==> config.mk <==
export PLATFORM = sky130hd
export DESIGN_NAME = pvt_host_flat
export DESIGN_NICKNAME = d
export VERILOG_FILES = /design/src/hw/pvt_pkg.sv /design/src/hw/pvt_link_if.sv /design/src/hw/pvt_host.sv /design/src/flat_wrapper.sv
export VERILOG_INCLUDE_DIRS = /design/src /design/src/hw
export SDC_FILE = /design/constraint.sdc
export NUM_CORES = 1
export LEC_CHECK = 0
export ABC_AREA = 1
export BUFFER_PORTS_ARGS = -buffer_cell sky130_fd_sc_hd__clkbuf_2
export CAP_MARGIN = 0
export CELL_PAD_IN_SITES_DETAIL_PLACEMENT = 2
export CELL_PAD_IN_SITES_GLOBAL_PLACEMENT = 2
export CORE_ASPECT_RATIO = 2
export CORE_UTILIZATION = 38
export DETAILED_ROUTE_END_ITERATION = 10
export GPL_TIMING_DRIVEN = 0
export HOLD_SLACK_MARGIN = 0.02
export PLACE_DENSITY_LB_ADDON = 0.1
export SYNTH_ARGS = -nofsm -noshare
export SYNTH_HDL_FRONTEND = slang
export SYNTH_SLANG_ARGS = --single-unit
==> constraint.sdc <==
create_clock -name sys_clk_in -period 2.68 [get_ports sys_clk_in]
set_clock_uncertainty 0.05 [all_clocks]
set_input_delay 0.134 -clock sys_clk_in [delete_from_list [all_inputs] [get_ports sys_clk_in]]
set_output_delay 0.134 -clock sys_clk_in [all_outputs]
set_load 0.1 [all_outputs]
==> src/hw/pvt_consts.svh <==
// Timing, geometry and lane layout constants for the panel video link
`ifndef PVT_CONSTS_SVH
`define PVT_CONSTS_SVH

// ==========================================================================
// System clock
`define PVT_SYS_CLK_PERIOD_NS 20

// ==========================================================================
// Link clock divider: 4 of 7 system cycles high, 3 low
`define PVT_LINK_DIV         3'h7
`define PVT_LINK_HIGH_CYCLES 3'h4
`define PVT_LINK_LAST_HIGH   3'h3
`define PVT_LANE_BITS        7

// ==========================================================================
// Line timing in pixel clocks
`define PVT_H_ACTIVE      11'h400
`define PVT_H_TOTAL       11'h540
`define PVT_H_TOTAL_MIN   11'h45A
`define PVT_H_TOTAL_MAX   11'h578
`define PVT_H_SYNC_START  11'h418
`define PVT_H_SYNC_END    11'h4A0

// ==========================================================================
// Frame timing in lines
`define PVT_V_ACTIVE      10'h300
`define PVT_V_TOTAL       10'h326
`define PVT_V_TOTAL_MIN   10'h30A
`define PVT_V_TOTAL_MAX   10'h34D
`define PVT_V_SYNC_START  10'h303
`define PVT_V_SYNC_END    10'h309

// ==========================================================================
// Pixel clock limits in MHz
`define PVT_PCLK_MIN_MHZ  52
`define PVT_PCLK_TYP_MHZ  65
`define PVT_PCLK_MAX_MHZ  71

// ==========================================================================
// Dimming pulse: 10 kHz, duty floor above one tenth
`define PVT_DIM_PERIOD_NS   100000
`define PVT_DIM_MIN_DIV     10

// ==========================================================================
// Lane 2 control bit positions
`define PVT_L2_HS  4
`define PVT_L2_VS  5
`define PVT_L2_DE  6

`endif

==> src/hw/pvt_pkg.sv <==
// Types shared by both ends of the panel video link
package pvt_pkg;

    typedef logic [6:0]  pvt_lane_type;
    typedef logic [23:0] pvt_rgb_type;

    typedef enum logic [1:0] {
        PVT_BL_OFF,
        PVT_BL_WAIT,
        PVT_BL_ON
    } pvt_bl_state_type;

endpackage
==> src/hw/pvt_link_if.sv <==
// Link between the video source and the panel: four lanes, clock, straps
`timescale 1ns/100ps
interface pvt_link_if;
    import pvt_pkg::*;

    logic         link_clk;
    pvt_lane_type link_data_lane_0;
    pvt_lane_type link_data_lane_1;
    pvt_lane_type link_data_lane_2;
    pvt_lane_type link_data_lane_3;
    logic         colour_depth_select;
    logic         scan_reverse_select;
    logic         backlight_converter_enable;
    logic         backlight_dim_pulse;

    modport host (
        output link_clk,
        output link_data_lane_0,
        output link_data_lane_1,
        output link_data_lane_2,
        output link_data_lane_3,
        output colour_depth_select,
        output scan_reverse_select,
        output backlight_converter_enable,
        output backlight_dim_pulse
    );

    modport panel (
        input link_clk,
        input link_data_lane_0,
        input link_data_lane_1,
        input link_data_lane_2,
        input link_data_lane_3,
        input colour_depth_select,
        input scan_reverse_select,
        input backlight_converter_enable,
        input backlight_dim_pulse
    );
endinterface

==> src/hw/pvt_host.sv <==
// Video source end: pixel FIFO, timing generator, link serializer, backlight control
`timescale 1ns/100ps
`include "pvt_consts.svh"

// ==========================================================================
// Pixel FIFO
module pvt_fifo
    import pvt_pkg::*;
#(
    parameter int WIDTH = 24,
    parameter int DEPTH = 16
) (
    input  wire logic             sys_clk_in,
    input  wire logic             nrst_in,
    input  wire logic             in_valid_in,
    input  wire logic [WIDTH-1:0] in_data_in,
    output logic                  in_ready_out,
    output logic                  out_valid_out,
    output logic      [WIDTH-1:0] out_data_out,
    input  wire logic             out_ready_in
);
    localparam int AW = $clog2(DEPTH);

    logic [WIDTH-1:0] mem_reg [DEPTH];
    logic [AW-1:0]    wr_ptr_reg;
    logic [AW-1:0]    rd_ptr_reg;
    logic [AW:0]      count_reg;
    logic [AW:0]      count_next;
    logic             ready_reg;
    logic             push;
    logic             pop;

    assign push          = in_valid_in && ready_reg;
    assign pop           = out_ready_in && (count_reg != '0);
    assign in_ready_out  = ready_reg;
    assign out_valid_out = (count_reg != '0);
    assign out_data_out  = mem_reg[rd_ptr_reg];

    always_comb begin
        count_next = count_reg;
        if (push && !pop) begin
            count_next = count_reg + 1'b1;
        end else if (pop && !push) begin
            count_next = count_reg - 1'b1;
        end
    end

    always_ff @(posedge sys_clk_in or negedge nrst_in) begin
        if (!nrst_in) begin
            count_reg  <= '0;
            ready_reg  <= 1'b1;
            wr_ptr_reg <= '0;
            rd_ptr_reg <= '0;
        end else begin
            count_reg <= count_next;
            ready_reg <= (count_next != (AW+1)'(DEPTH));
            if (push) begin
                wr_ptr_reg <= wr_ptr_reg + 1'b1;
            end
            if (pop) begin
                rd_ptr_reg <= rd_ptr_reg + 1'b1;
            end
        end
    end

    always_ff @(posedge sys_clk_in) begin
        if (push) begin
            mem_reg[wr_ptr_reg] <= in_data_in;
        end
    end
endmodule

// ==========================================================================
// Host end
module pvt_host
    import pvt_pkg::*;
#(
    parameter int DIM_PERIOD_CYCLES = `PVT_DIM_PERIOD_NS / `PVT_SYS_CLK_PERIOD_NS
) (
    input  wire logic     sys_clk_in,
    input  wire logic     nrst_in,
    input  wire logic     pix_valid_in,
    input  wire pvt_rgb_type pix_data_in,
    output logic          pix_ready_out,
    input  wire logic     video_enable_in,
    input  wire logic     six_bit_mode_in,
    input  wire logic     scan_reverse_in,
    input  wire logic     backlight_request_in,
    input  wire logic [7:0] dim_duty_in,
    output logic          video_running_out,
    output logic          underrun_out,
    pvt_link_if.host      link
);
    // ======================================================================
    // Declarations
    logic [2:0]       div_cnt_reg;
    logic             link_clk_reg;
    logic             pix_tick;
    logic             run_reg;
    logic [10:0]      h_cnt_reg;
    logic [9:0]       v_cnt_reg;
    logic             frame_end;
    logic             active;
    logic             fifo_valid;
    pvt_rgb_type      fifo_data;
    logic             fifo_pop;
    pvt_rgb_type      pix;
    logic             six_mode_reg;
    logic             reverse_reg;
    pvt_lane_type     lane_reg [4];
    pvt_bl_state_type bl_state_reg;
    logic             bl_en_reg;
    logic [31:0]      dim_cnt_reg;
    logic [31:0]      dim_high;
    logic [31:0]      dim_scaled;
    logic             dim_reg;
    logic             underrun_reg;

    // ======================================================================
    // Pixel FIFO; ready back-pressures the pixel source
    pvt_fifo #(
        .WIDTH (24),
        .DEPTH (16)
    ) u_fifo (
        .sys_clk_in    (sys_clk_in),
        .nrst_in       (nrst_in),
        .in_valid_in   (pix_valid_in),
        .in_data_in    (pix_data_in),
        .in_ready_out  (pix_ready_out),
        .out_valid_out (fifo_valid),
        .out_data_out  (fifo_data),
        .out_ready_in  (fifo_pop)
    );

    // ======================================================================
    // Link clock divider
    // Lanes change as the clock falls so the panel samples mid-period
    // Rate tracks the system clock: 50 MHz gives 7.14 MHz, under the panel's range
    assign pix_tick = (div_cnt_reg == `PVT_LINK_LAST_HIGH);

    always_ff @(posedge sys_clk_in or negedge nrst_in) begin
        if (!nrst_in) begin
            div_cnt_reg  <= 3'h0;
            link_clk_reg <= 1'b1;
        end else begin
            if (div_cnt_reg == `PVT_LINK_DIV - 3'h1) begin
                div_cnt_reg  <= 3'h0;
                link_clk_reg <= 1'b1;
            end else begin
                div_cnt_reg  <= div_cnt_reg + 3'h1;
                link_clk_reg <= (div_cnt_reg + 3'h1 < `PVT_LINK_HIGH_CYCLES);
            end
        end
    end

    // ======================================================================
    // Line and frame counters
    assign frame_end = (h_cnt_reg == `PVT_H_TOTAL - 11'h1) && (v_cnt_reg == `PVT_V_TOTAL - 10'h1);
    assign active    = run_reg && (h_cnt_reg < `PVT_H_ACTIVE) && (v_cnt_reg < `PVT_V_ACTIVE);
    assign fifo_pop  = pix_tick && active && fifo_valid;

    always_ff @(posedge sys_clk_in or negedge nrst_in) begin
        if (!nrst_in) begin
            run_reg <= 1'b0;
        end else if (pix_tick && (frame_end || !run_reg)) begin
            // Start and stop only on frame boundaries
            run_reg <= video_enable_in;
        end
    end

    always_ff @(posedge sys_clk_in or negedge nrst_in) begin
        if (!nrst_in) begin
            h_cnt_reg <= 11'h0;
            v_cnt_reg <= 10'h0;
        end else if (pix_tick) begin
            if (!run_reg || h_cnt_reg == `PVT_H_TOTAL - 11'h1) begin
                h_cnt_reg <= 11'h0;
            end else begin
                h_cnt_reg <= h_cnt_reg + 11'h1;
            end
            if (!run_reg || frame_end) begin
                v_cnt_reg <= 10'h0;
            end else if (h_cnt_reg == `PVT_H_TOTAL - 11'h1) begin
                v_cnt_reg <= v_cnt_reg + 10'h1;
            end
        end
    end

    // ======================================================================
    // Straps, latched at frame start so a frame never mixes depths
    always_ff @(posedge sys_clk_in or negedge nrst_in) begin
        if (!nrst_in) begin
            six_mode_reg <= 1'b0;
            reverse_reg  <= 1'b0;
        end else if (pix_tick && (frame_end || !run_reg)) begin
            six_mode_reg <= six_bit_mode_in;
            reverse_reg  <= scan_reverse_in;
        end
    end

    // ======================================================================
    // Lane packing: upper six colour bits on lanes 0-2, low bits on lane 3
    // Underrun sends black rather than stalling the fixed line timing
    assign pix = fifo_pop ? fifo_data : 24'h000000;

    always_ff @(posedge sys_clk_in or negedge nrst_in) begin
        if (!nrst_in) begin
            lane_reg[0] <= 7'h00;
            lane_reg[1] <= 7'h00;
            lane_reg[2] <= 7'h00;
            lane_reg[3] <= 7'h00;
        end else if (pix_tick) begin
            lane_reg[0] <= {pix[10], pix[23:18]};
            lane_reg[1] <= {pix[3:2], pix[15:11]};
            lane_reg[2] <= {active,
                            run_reg && v_cnt_reg >= `PVT_V_SYNC_START && v_cnt_reg < `PVT_V_SYNC_END,
                            run_reg && h_cnt_reg >= `PVT_H_SYNC_START && h_cnt_reg < `PVT_H_SYNC_END,
                            pix[7:4]};
            lane_reg[3] <= six_mode_reg ? 7'h00 : {1'b0, pix[1:0], pix[9:8], pix[17:16]};
        end
    end

    always_ff @(posedge sys_clk_in or negedge nrst_in) begin
        if (!nrst_in) begin
            underrun_reg <= 1'b0;
        end else if (!run_reg) begin
            underrun_reg <= 1'b0;
        end else if (pix_tick && active && !fifo_valid) begin
            underrun_reg <= 1'b1;
        end
    end

    // ======================================================================
    // Backlight: enable at the first frame end after a request while video runs
    always_ff @(posedge sys_clk_in or negedge nrst_in) begin
        if (!nrst_in) begin
            bl_state_reg <= PVT_BL_OFF;
            bl_en_reg    <= 1'b0;
        end else begin
            unique case (bl_state_reg)
                PVT_BL_OFF: begin
                    if (backlight_request_in && run_reg) begin
                        bl_state_reg <= PVT_BL_WAIT;
                    end
                end
                PVT_BL_WAIT: begin
                    if (!backlight_request_in || !run_reg) begin
                        bl_state_reg <= PVT_BL_OFF;
                    end else if (pix_tick && frame_end) begin
                        bl_state_reg <= PVT_BL_ON;
                        bl_en_reg    <= 1'b1;
                    end
                end
                PVT_BL_ON: begin
                    if (!backlight_request_in || !run_reg) begin
                        bl_state_reg <= PVT_BL_OFF;
                        bl_en_reg    <= 1'b0;
                    end
                end
            endcase
        end
    end

    // ======================================================================
    // Dimming pulse with a duty floor just above one tenth
    assign dim_scaled = (DIM_PERIOD_CYCLES * 32'(dim_duty_in)) >> 8;
    assign dim_high   = (dim_scaled > DIM_PERIOD_CYCLES / `PVT_DIM_MIN_DIV) ? dim_scaled
                        : 32'(DIM_PERIOD_CYCLES / `PVT_DIM_MIN_DIV + 1);

    always_ff @(posedge sys_clk_in or negedge nrst_in) begin
        if (!nrst_in) begin
            dim_cnt_reg <= 32'h00000000;
            dim_reg     <= 1'b0;
        end else begin
            if (dim_cnt_reg == 32'(DIM_PERIOD_CYCLES - 1)) begin
                dim_cnt_reg <= 32'h00000000;
            end else begin
                dim_cnt_reg <= dim_cnt_reg + 32'h00000001;
            end
            dim_reg <= (dim_cnt_reg < dim_high);
        end
    end

    // ======================================================================
    // Outputs, all from flops
    assign link.link_clk                   = link_clk_reg;
    assign link.link_data_lane_0           = lane_reg[0];
    assign link.link_data_lane_1           = lane_reg[1];
    assign link.link_data_lane_2           = lane_reg[2];
    assign link.link_data_lane_3           = lane_reg[3];
    assign link.colour_depth_select        = six_mode_reg;
    assign link.scan_reverse_select        = reverse_reg;
    assign link.backlight_converter_enable = bl_en_reg;
    assign link.backlight_dim_pulse        = dim_reg;
    assign video_running_out               = run_reg;
    assign underrun_out                    = underrun_reg;
endmodule

==> src/flat_wrapper.sv <==
// flat-port wrapper written by rule: the top's interface ports become plain ports
module pvt_host_flat import pvt_pkg::*;
#(
    parameter int DIM_PERIOD_CYCLES = `PVT_DIM_PERIOD_NS / `PVT_SYS_CLK_PERIOD_NS
)
  (sys_clk_in, nrst_in, pix_valid_in, pix_data_in, pix_ready_out, video_enable_in, six_bit_mode_in, scan_reverse_in, backlight_request_in, dim_duty_in, video_running_out, underrun_out, link_link_clk, link_link_data_lane_0, link_link_data_lane_1, link_link_data_lane_2, link_link_data_lane_3, link_colour_depth_select, link_scan_reverse_select, link_backlight_converter_enable, link_backlight_dim_pulse);
  pvt_link_if link_i ();
  input  wire logic sys_clk_in;
  input  wire logic nrst_in;
  input  wire logic pix_valid_in;
  input  wire pvt_rgb_type pix_data_in;
  output logic pix_ready_out;
  input  wire logic video_enable_in;
  input  wire logic six_bit_mode_in;
  input  wire logic scan_reverse_in;
  input  wire logic backlight_request_in;
  input  wire logic [7:0] dim_duty_in;
  output logic video_running_out;
  output logic underrun_out;
  output wire logic [$bits(link_i.link_clk)-1:0] link_link_clk;
  output wire logic [$bits(link_i.link_data_lane_0)-1:0] link_link_data_lane_0;
  output wire logic [$bits(link_i.link_data_lane_1)-1:0] link_link_data_lane_1;
  output wire logic [$bits(link_i.link_data_lane_2)-1:0] link_link_data_lane_2;
  output wire logic [$bits(link_i.link_data_lane_3)-1:0] link_link_data_lane_3;
  output wire logic [$bits(link_i.colour_depth_select)-1:0] link_colour_depth_select;
  output wire logic [$bits(link_i.scan_reverse_select)-1:0] link_scan_reverse_select;
  output wire logic [$bits(link_i.backlight_converter_enable)-1:0] link_backlight_converter_enable;
  output wire logic [$bits(link_i.backlight_dim_pulse)-1:0] link_backlight_dim_pulse;
  assign link_link_clk = link_i.link_clk;
  assign link_link_data_lane_0 = link_i.link_data_lane_0;
  assign link_link_data_lane_1 = link_i.link_data_lane_1;
  assign link_link_data_lane_2 = link_i.link_data_lane_2;
  assign link_link_data_lane_3 = link_i.link_data_lane_3;
  assign link_colour_depth_select = link_i.colour_depth_select;
  assign link_scan_reverse_select = link_i.scan_reverse_select;
  assign link_backlight_converter_enable = link_i.backlight_converter_enable;
  assign link_backlight_dim_pulse = link_i.backlight_dim_pulse;
  pvt_host #(.DIM_PERIOD_CYCLES(DIM_PERIOD_CYCLES)) u_core (.sys_clk_in(sys_clk_in), .nrst_in(nrst_in), .pix_valid_in(pix_valid_in), .pix_data_in(pix_data_in), .pix_ready_out(pix_ready_out), .video_enable_in(video_enable_in), .six_bit_mode_in(six_bit_mode_in), .scan_reverse_in(scan_reverse_in), .backlight_request_in(backlight_request_in), .dim_duty_in(dim_duty_in), .video_running_out(video_running_out), .underrun_out(underrun_out), .link(link_i));
endmodule
# --- Word-level counts from Yosys, hierarchy flattened ---
# Memories as Yosys holds them, arrays and structs flattened.
# Index checks and enable logic that the tools add are counted.
totals:
  mem_bits_ro: 0
  ramBits: 384
  elab_cells: 109
  memories: 1
  latch_bits: 0
  in_bits: 39
  register_bits: 107
memory_table:
  columns: ["name", "depth", "width", "read_ports", "rd_clocked_by_memory_dff", "write_ports", "line_no", "source"]
  rows:
  - ["u_core.u_fifo.mem_reg", 16, 24, 1, 0, 1, "pvt_host.sv:24", "logic [WIDTH-1:0] mem_reg [DEPTH];"]
op_classes:
  shifts: 0
  multipliers: 1
  div_mod_pow: 0
  n_reduce_logical: 32
  order_cmp: 9
  n_mux: 24
  addsub: 8
  bitwise_logic: 0
  eq_ne: 14
op_table:
  columns: ["cell", "n"]
  rows:
  - ["$add 32x1->32 const B", 1]
  - ["$eq 32x13->1 const B", 1]
  - ["$lt 32x32->1", 1]
  - ["$mux 32", 1]
  - ["$mux 24", 1]
  - ["$lt 11x11->1 const B", 2]
  - ["$lt 10x10->1 const B", 2]
  - ["$mux 10", 2]
  - ["$mul 10x8->18 const A", 1]
  - ["$logic_and 1x1->1", 17]
  - ["$gt 13x9->1 const B", 1]
  - ["$mux 13", 1]
  - ["$add 11x1->11 const B", 1]
  - ["$eq 11x11->1 const B", 1]
  - ["$ge 11x11->1 const B", 1]
  - ["$mux 11", 1]
  - ["$add 10x1->10 const B", 1]
  - ["$eq 10x10->1 const B", 1]
  - ["$ge 10x10->1 const B", 1]
  - ["$mux 5", 2]
  - ["$add 4x1->4 const B", 2]
  - ["$mux 1", 8]
  - ["$mux 2", 4]
  - ["$mux 6", 1]
  - ["23 further kinds", 33]

# --- Depth between registers and ports, before layout ---
depth:
  word_depth: 10
  mapped_depth: 27
  depth_no_buf: 27

# --- Hierarchy ---
# Synthesis repeated with hierarchy kept, for this count alone.
unflattened:
  hier_cells: 1998
  area_unflattened_um2: 22126.2
by_module_without_submodules:
  columns: ["module", "n_inst", "cells_per_inst", "area_per_inst_um2"]
  rows:
  - ["pvt_fifo", 1, 1237, 15922.8]
  - ["pvt_host", 1, 761, 6203.4]

# --- Least setup slack after synthesis ---
# Ideal clock, no wire load.
synth_path:
  path_type: "input port to flip-flop"
  start: "input port dim_duty_in[5]"
  end: "register u_core.dim_reg (netlist: u_core.link.backlight_dim_pulse)"
  setup_slack_ps: -1424
  stages: 23
  n_path_buf: 0
  t_arrival_ps: 3976
  t_required_ps: 2552
  path_cell_list: "fa_1 fa_1 ha_1 inv_1 fa_1 inv_1 ha_1 nand2_1 inv_1 a21oi_1 nand2_1 nand2_1 nand3_1 nor2_1 nand3_2 nand2_1 inv_1 ha_1 a21oi_1 nor2_1 a211oi_1 nand2_1 a21oi_1"
synth_between:
  elab_chain_cells: 4
synth_rtl:
  columns: ["item", "line_no", "source"]
  rows:
  - ["start: declaration", "flat_wrapper.sv:17", "input wire logic [7:0] dim_duty_in;"]
  - ["$mul 10x8->18 *", "pvt_host.sv:266", "assign dim_scaled = (DIM_PERIOD_CYCLES * 32'(dim_duty_in)) >> 8;"]
  - ["$gt 13x9->1 (no source line)", null, null]
  - ["$mux 13 *", "pvt_host.sv:267", "assign dim_high = (dim_scaled > DIM_PERIOD_CYCLES / `PVT_DIM_MIN_DIV) ? dim_scaled"]
  - ["$lt 32x32->1 *", "pvt_host.sv:280", "dim_reg <= (dim_cnt_reg < dim_high);"]
  - ["end signal: assignment", "pvt_host.sv:280", null]
  - ["end: declaration", "pvt_host.sv:116", "logic dim_reg;"]
# Every way passes the cells marked *; elsewhere a longest branch is shown, timed or not.
# A chain may end at the register's enable or synchronous reset.

# --- Worst setup path after layout ---
layout_path:
  start: "input port dim_duty_in[7]"
  end: "register u_core.dim_reg (netlist: u_core.link.backlight_dim_pulse)"
# The elaborated chain is that of the path after synthesis.

==> out/metrics.yaml <==
outcome:
  status: "finished, violations left"
  violations: "negative setup slack"
floorplan:
  fp.dieH_um: 341
  std_cell_rows: 124
  die_w_um: 172
  core-area_um2: 56900
  dieArea_um2: 58500
  start_util_pct: 38.4
  ios: 75
flow_run:
  maxCapViolCount: 0
drt:
  route.detailed.drc: 0
  wl_per_cell_um: 27.9
  vias: 16503
  drtPass1Iterations: 5
  drtIter0Drc: 1078
  ant_nets: 0
  drt_wl_total_mm: 81.7
  vias_per_cell: 5.63
critical_path:
  end_kind: "flop"
  critical_path_class: "input pin to flop"
  critPathRequiredTime_ns: 3.16
  startpoint_type: "input pin"
  cp.arrival_ns: 4.33
  crit_fanout: 6
sta:
  finalCritPeriodShare_pct: 144
  fmax_ghz: 0.259
  fin_crit_ns: 3.86
  drv_slew: 0
  setup-tns-final_ns: -1.18
  worstMarginPinSlew_ns: 1.02
  slew_headroom_pct: 31.7
  fin_ws_ns: -1.18
  finalHoldViolations: 0
  rsz0062_at_grt: "true"
  finalSetupViolCount: 1
final_layout:
  area.sequential_um2: 14200
  multi_input_comb_area_um2: 7140
  fin_util_pct: 46.4
  nNetsFinal: 2257
  area_growth_pct: 20.9
  final_area_um2: 26400
  diodes: 0
  largest_reg_flops: 384
  drive_gt1_share_pct: 16.8
  n_fill_cell: 5855
synthesis:
  ys_seq_elements: 490
  synth_commonest_cells: "edfxtp_1, nor2_1, o21ai_0, nand2_1, inv_1"
  synth_edf_count: 384
  ys_warn_count: 0
  postSynth.asyncResetShare_pct: 21.6
  yosysTopAreaCell: "edfxtp_1"
  yosysUniqueCellTypes: 50
  synth.most_common_cell: "edfxtp_1"
  synth_top_area_share_pct: 52.8
  netlist_instances: 1912
  netlist_area_um2: 21800
  synth_area_leaders: "edfxtp_1, dfrtp_1, o21ai_0"
  yosysSeqAreaShare_pct: 65.0
  synthFlopType: "edfxtp_1"
  avgSynthCellArea_um2: 11.4
  syn_nets: 2030
clock_tree:
  cts.htree.levels: 2
  clk_latency_ns: 0.60
  clk_pin_slew_ns: 0.08
  cts_tree: "built"
  clock-sinks: 490
  clockBufferDepth: 3
  cts_made_buffers: 47
  cts-root-buf: "clkbuf_16"
placed_design:
  port_buffers: 73
  dp.final_hpwl_mm: 53.3
  placement.cell_area_um2: 23400
  gp_congestion: 0.789
grt:
  antenna_found_initial: 0
  grt_pass1_vias: 18578
  grt.overflow.total: 0
  grt_pass1_wl_mm: 120
  globalRouteTotalUtil_pct: 28.7
  grt_max_degree: 87
power_and_ir_drop:
  ir_worst_vdd_v: 0.000872
  total_power_mw: 27.1
  power_density_nw_per_um2: 1030
  leakage_nw: 9.94
hold_path:
  holdCritPathClass: "input pin to flop"
-- report_power, final --
part / internal (mW) / switching [mW]
Clock: 3.88 / 3.05
Sequential: 9.06 / 0.435
Combinational: 2.77 / 7.90
Total: 15.7 / 11.4
-- layout make-up --
cell class              count  area share, %
flip-flops and latches    490           53.7
well taps                 756           3.58
clock buffers              64           4.89
multi-input cells        1172           27.0
inverters                 177           2.52
repair buffers            165           5.78
clock inverters            23          0.995
plain buffers              86           1.49
-- worst max-delay path, stage by stage --
cell and delay, ns:
clkbuf_16 0.12, fa_1 0.56, fa_1 0.43, ha_1 0.30, inv_2 0.04, fa_1 0.49
inv_2 0.06, ha_4 0.32, nand2_4 0.07, nor2_2 0.10, nand3_1 0.11, nand4_1 0.12
nand2_1 0.12, nor2_2 0.15, nand3_4 0.12, buf_4 0.15, buf_4 0.12, nand3_1 0.06
inv_1 0.06, ha_4 0.22, nand2_1 0.06, nor2_1 0.04, a211oi_1 0.16, nand2_1 0.10
a21oi_2 0.12
-- per-layer routing --
metal  up-vias  wire, µm  global-route usage (%)
li1       7301         -                       -
met1      8571     27000                    27.8
met2       444     46300                    56.3
met3       187      2700                    2.68
met4         0      5680                    17.8
met5         -         0                       0
-- cell families after synthesis --
| logic type | after synthesis | share of synthesized area [%] |
|---|---|---|
| other | 1 | 0.0172 |
| DFF | 490 | 65.0 |
| xor gates and xnor gates | 27 | 1.08 |
| adders and majority gates | 79 | 4.94 |
| buffers and inverters | 264 | 4.60 |
| AOI/OAI and AO/OA | 443 | 12.2 |
| and+or+nand+nor | 607 | 12.2 |
| muxes | 1 | 0.0516 |
-- cells in the final DEF (no fill, tap or decap), drive strengths merged, types with 2 or more instances in the layout --
cell type | Yosys | layout
nand2 | 183 | 183
edfxtp | 384 | 384
xnor2 | 3 | 3
nor3b | 3 | 3
dlygate4sd3 | 0 | 28
o21a | 2 | 2
or2 | 3 | 3
a211oi | 4 | 4
bufinv | 0 | 5
fa | 12 | 12
nand4 | 20 | 20
o221ai | 47 | 47
nor2 | 288 | 302
dfrtp | 104 | 104
a22o | 21 | 21
a21oi | 34 | 34
nor4 | 16 | 16
buf | 14 | 75
dfstp | 2 | 2
o211ai | 31 | 31
a32o | 3 | 3
ha | 67 | 67
clkbuf | 73 | 211
clkinv | 6 | 22
o22ai | 50 | 50
nor3 | 32 | 32
inv | 171 | 172
xor2 | 24 | 24
o21ai | 249 | 249
nand3 | 60 | 60
-- timing repair --
item	4_1_cts	5_1_grt
pin swaps	51	7
cloned	14	0
endpoints found under the hold margin	443	0
buffers inserted	51	8
endpoints found under the setup margin	385	321
hold buffers	29	0
gates resized for setup	89	22
-- path summary, 6_finish.rpt --
check	start	to	slack (ns)	cells after the start
setup / recovery	dim_duty_in[7]	u_core.link.backlight_dim_pulse$_DFF_PN0_	-1.18	25
hold / removal	pix_data_in[23]	u_core.u_fifo.mem_reg[14][23]$_DFFE_PP_	0.02	1
setup reg to reg	u_core.u_fifo.rd_ptr_reg[0]$_DFFE_PN0P_	u_core.link.link_data_lane_0[5]$_DFFE_PN0P_	0.02	9
hold reg to reg	u_core.div_cnt_reg[0]$_DFF_PN0_	u_core.div_cnt_reg[0]$_DFF_PN0_	0.40	1
max in group asynchronous	nrst_in	u_core.link.link_clk$_DFF_PN1_	1.99	3
min in group asynchronous	nrst_in	u_core.u_fifo.rd_ptr_reg[1]$_DFFE_PN0P_	0.06	3
-- per-stage QoR --
stage	hold WS, ns	instances	setup WS (ns)
after floorplan	-0.212	1912	-1.32
after global placement	0.291	2741	-2.03
after detailed placement	-0.00636	2745	-2.23
after CTS	0.0243	2926	-1.15
after global routing	0.0282	2933	-1.45
final	0.0232	2933	-1.18
(Power assumes the default switching activity.)
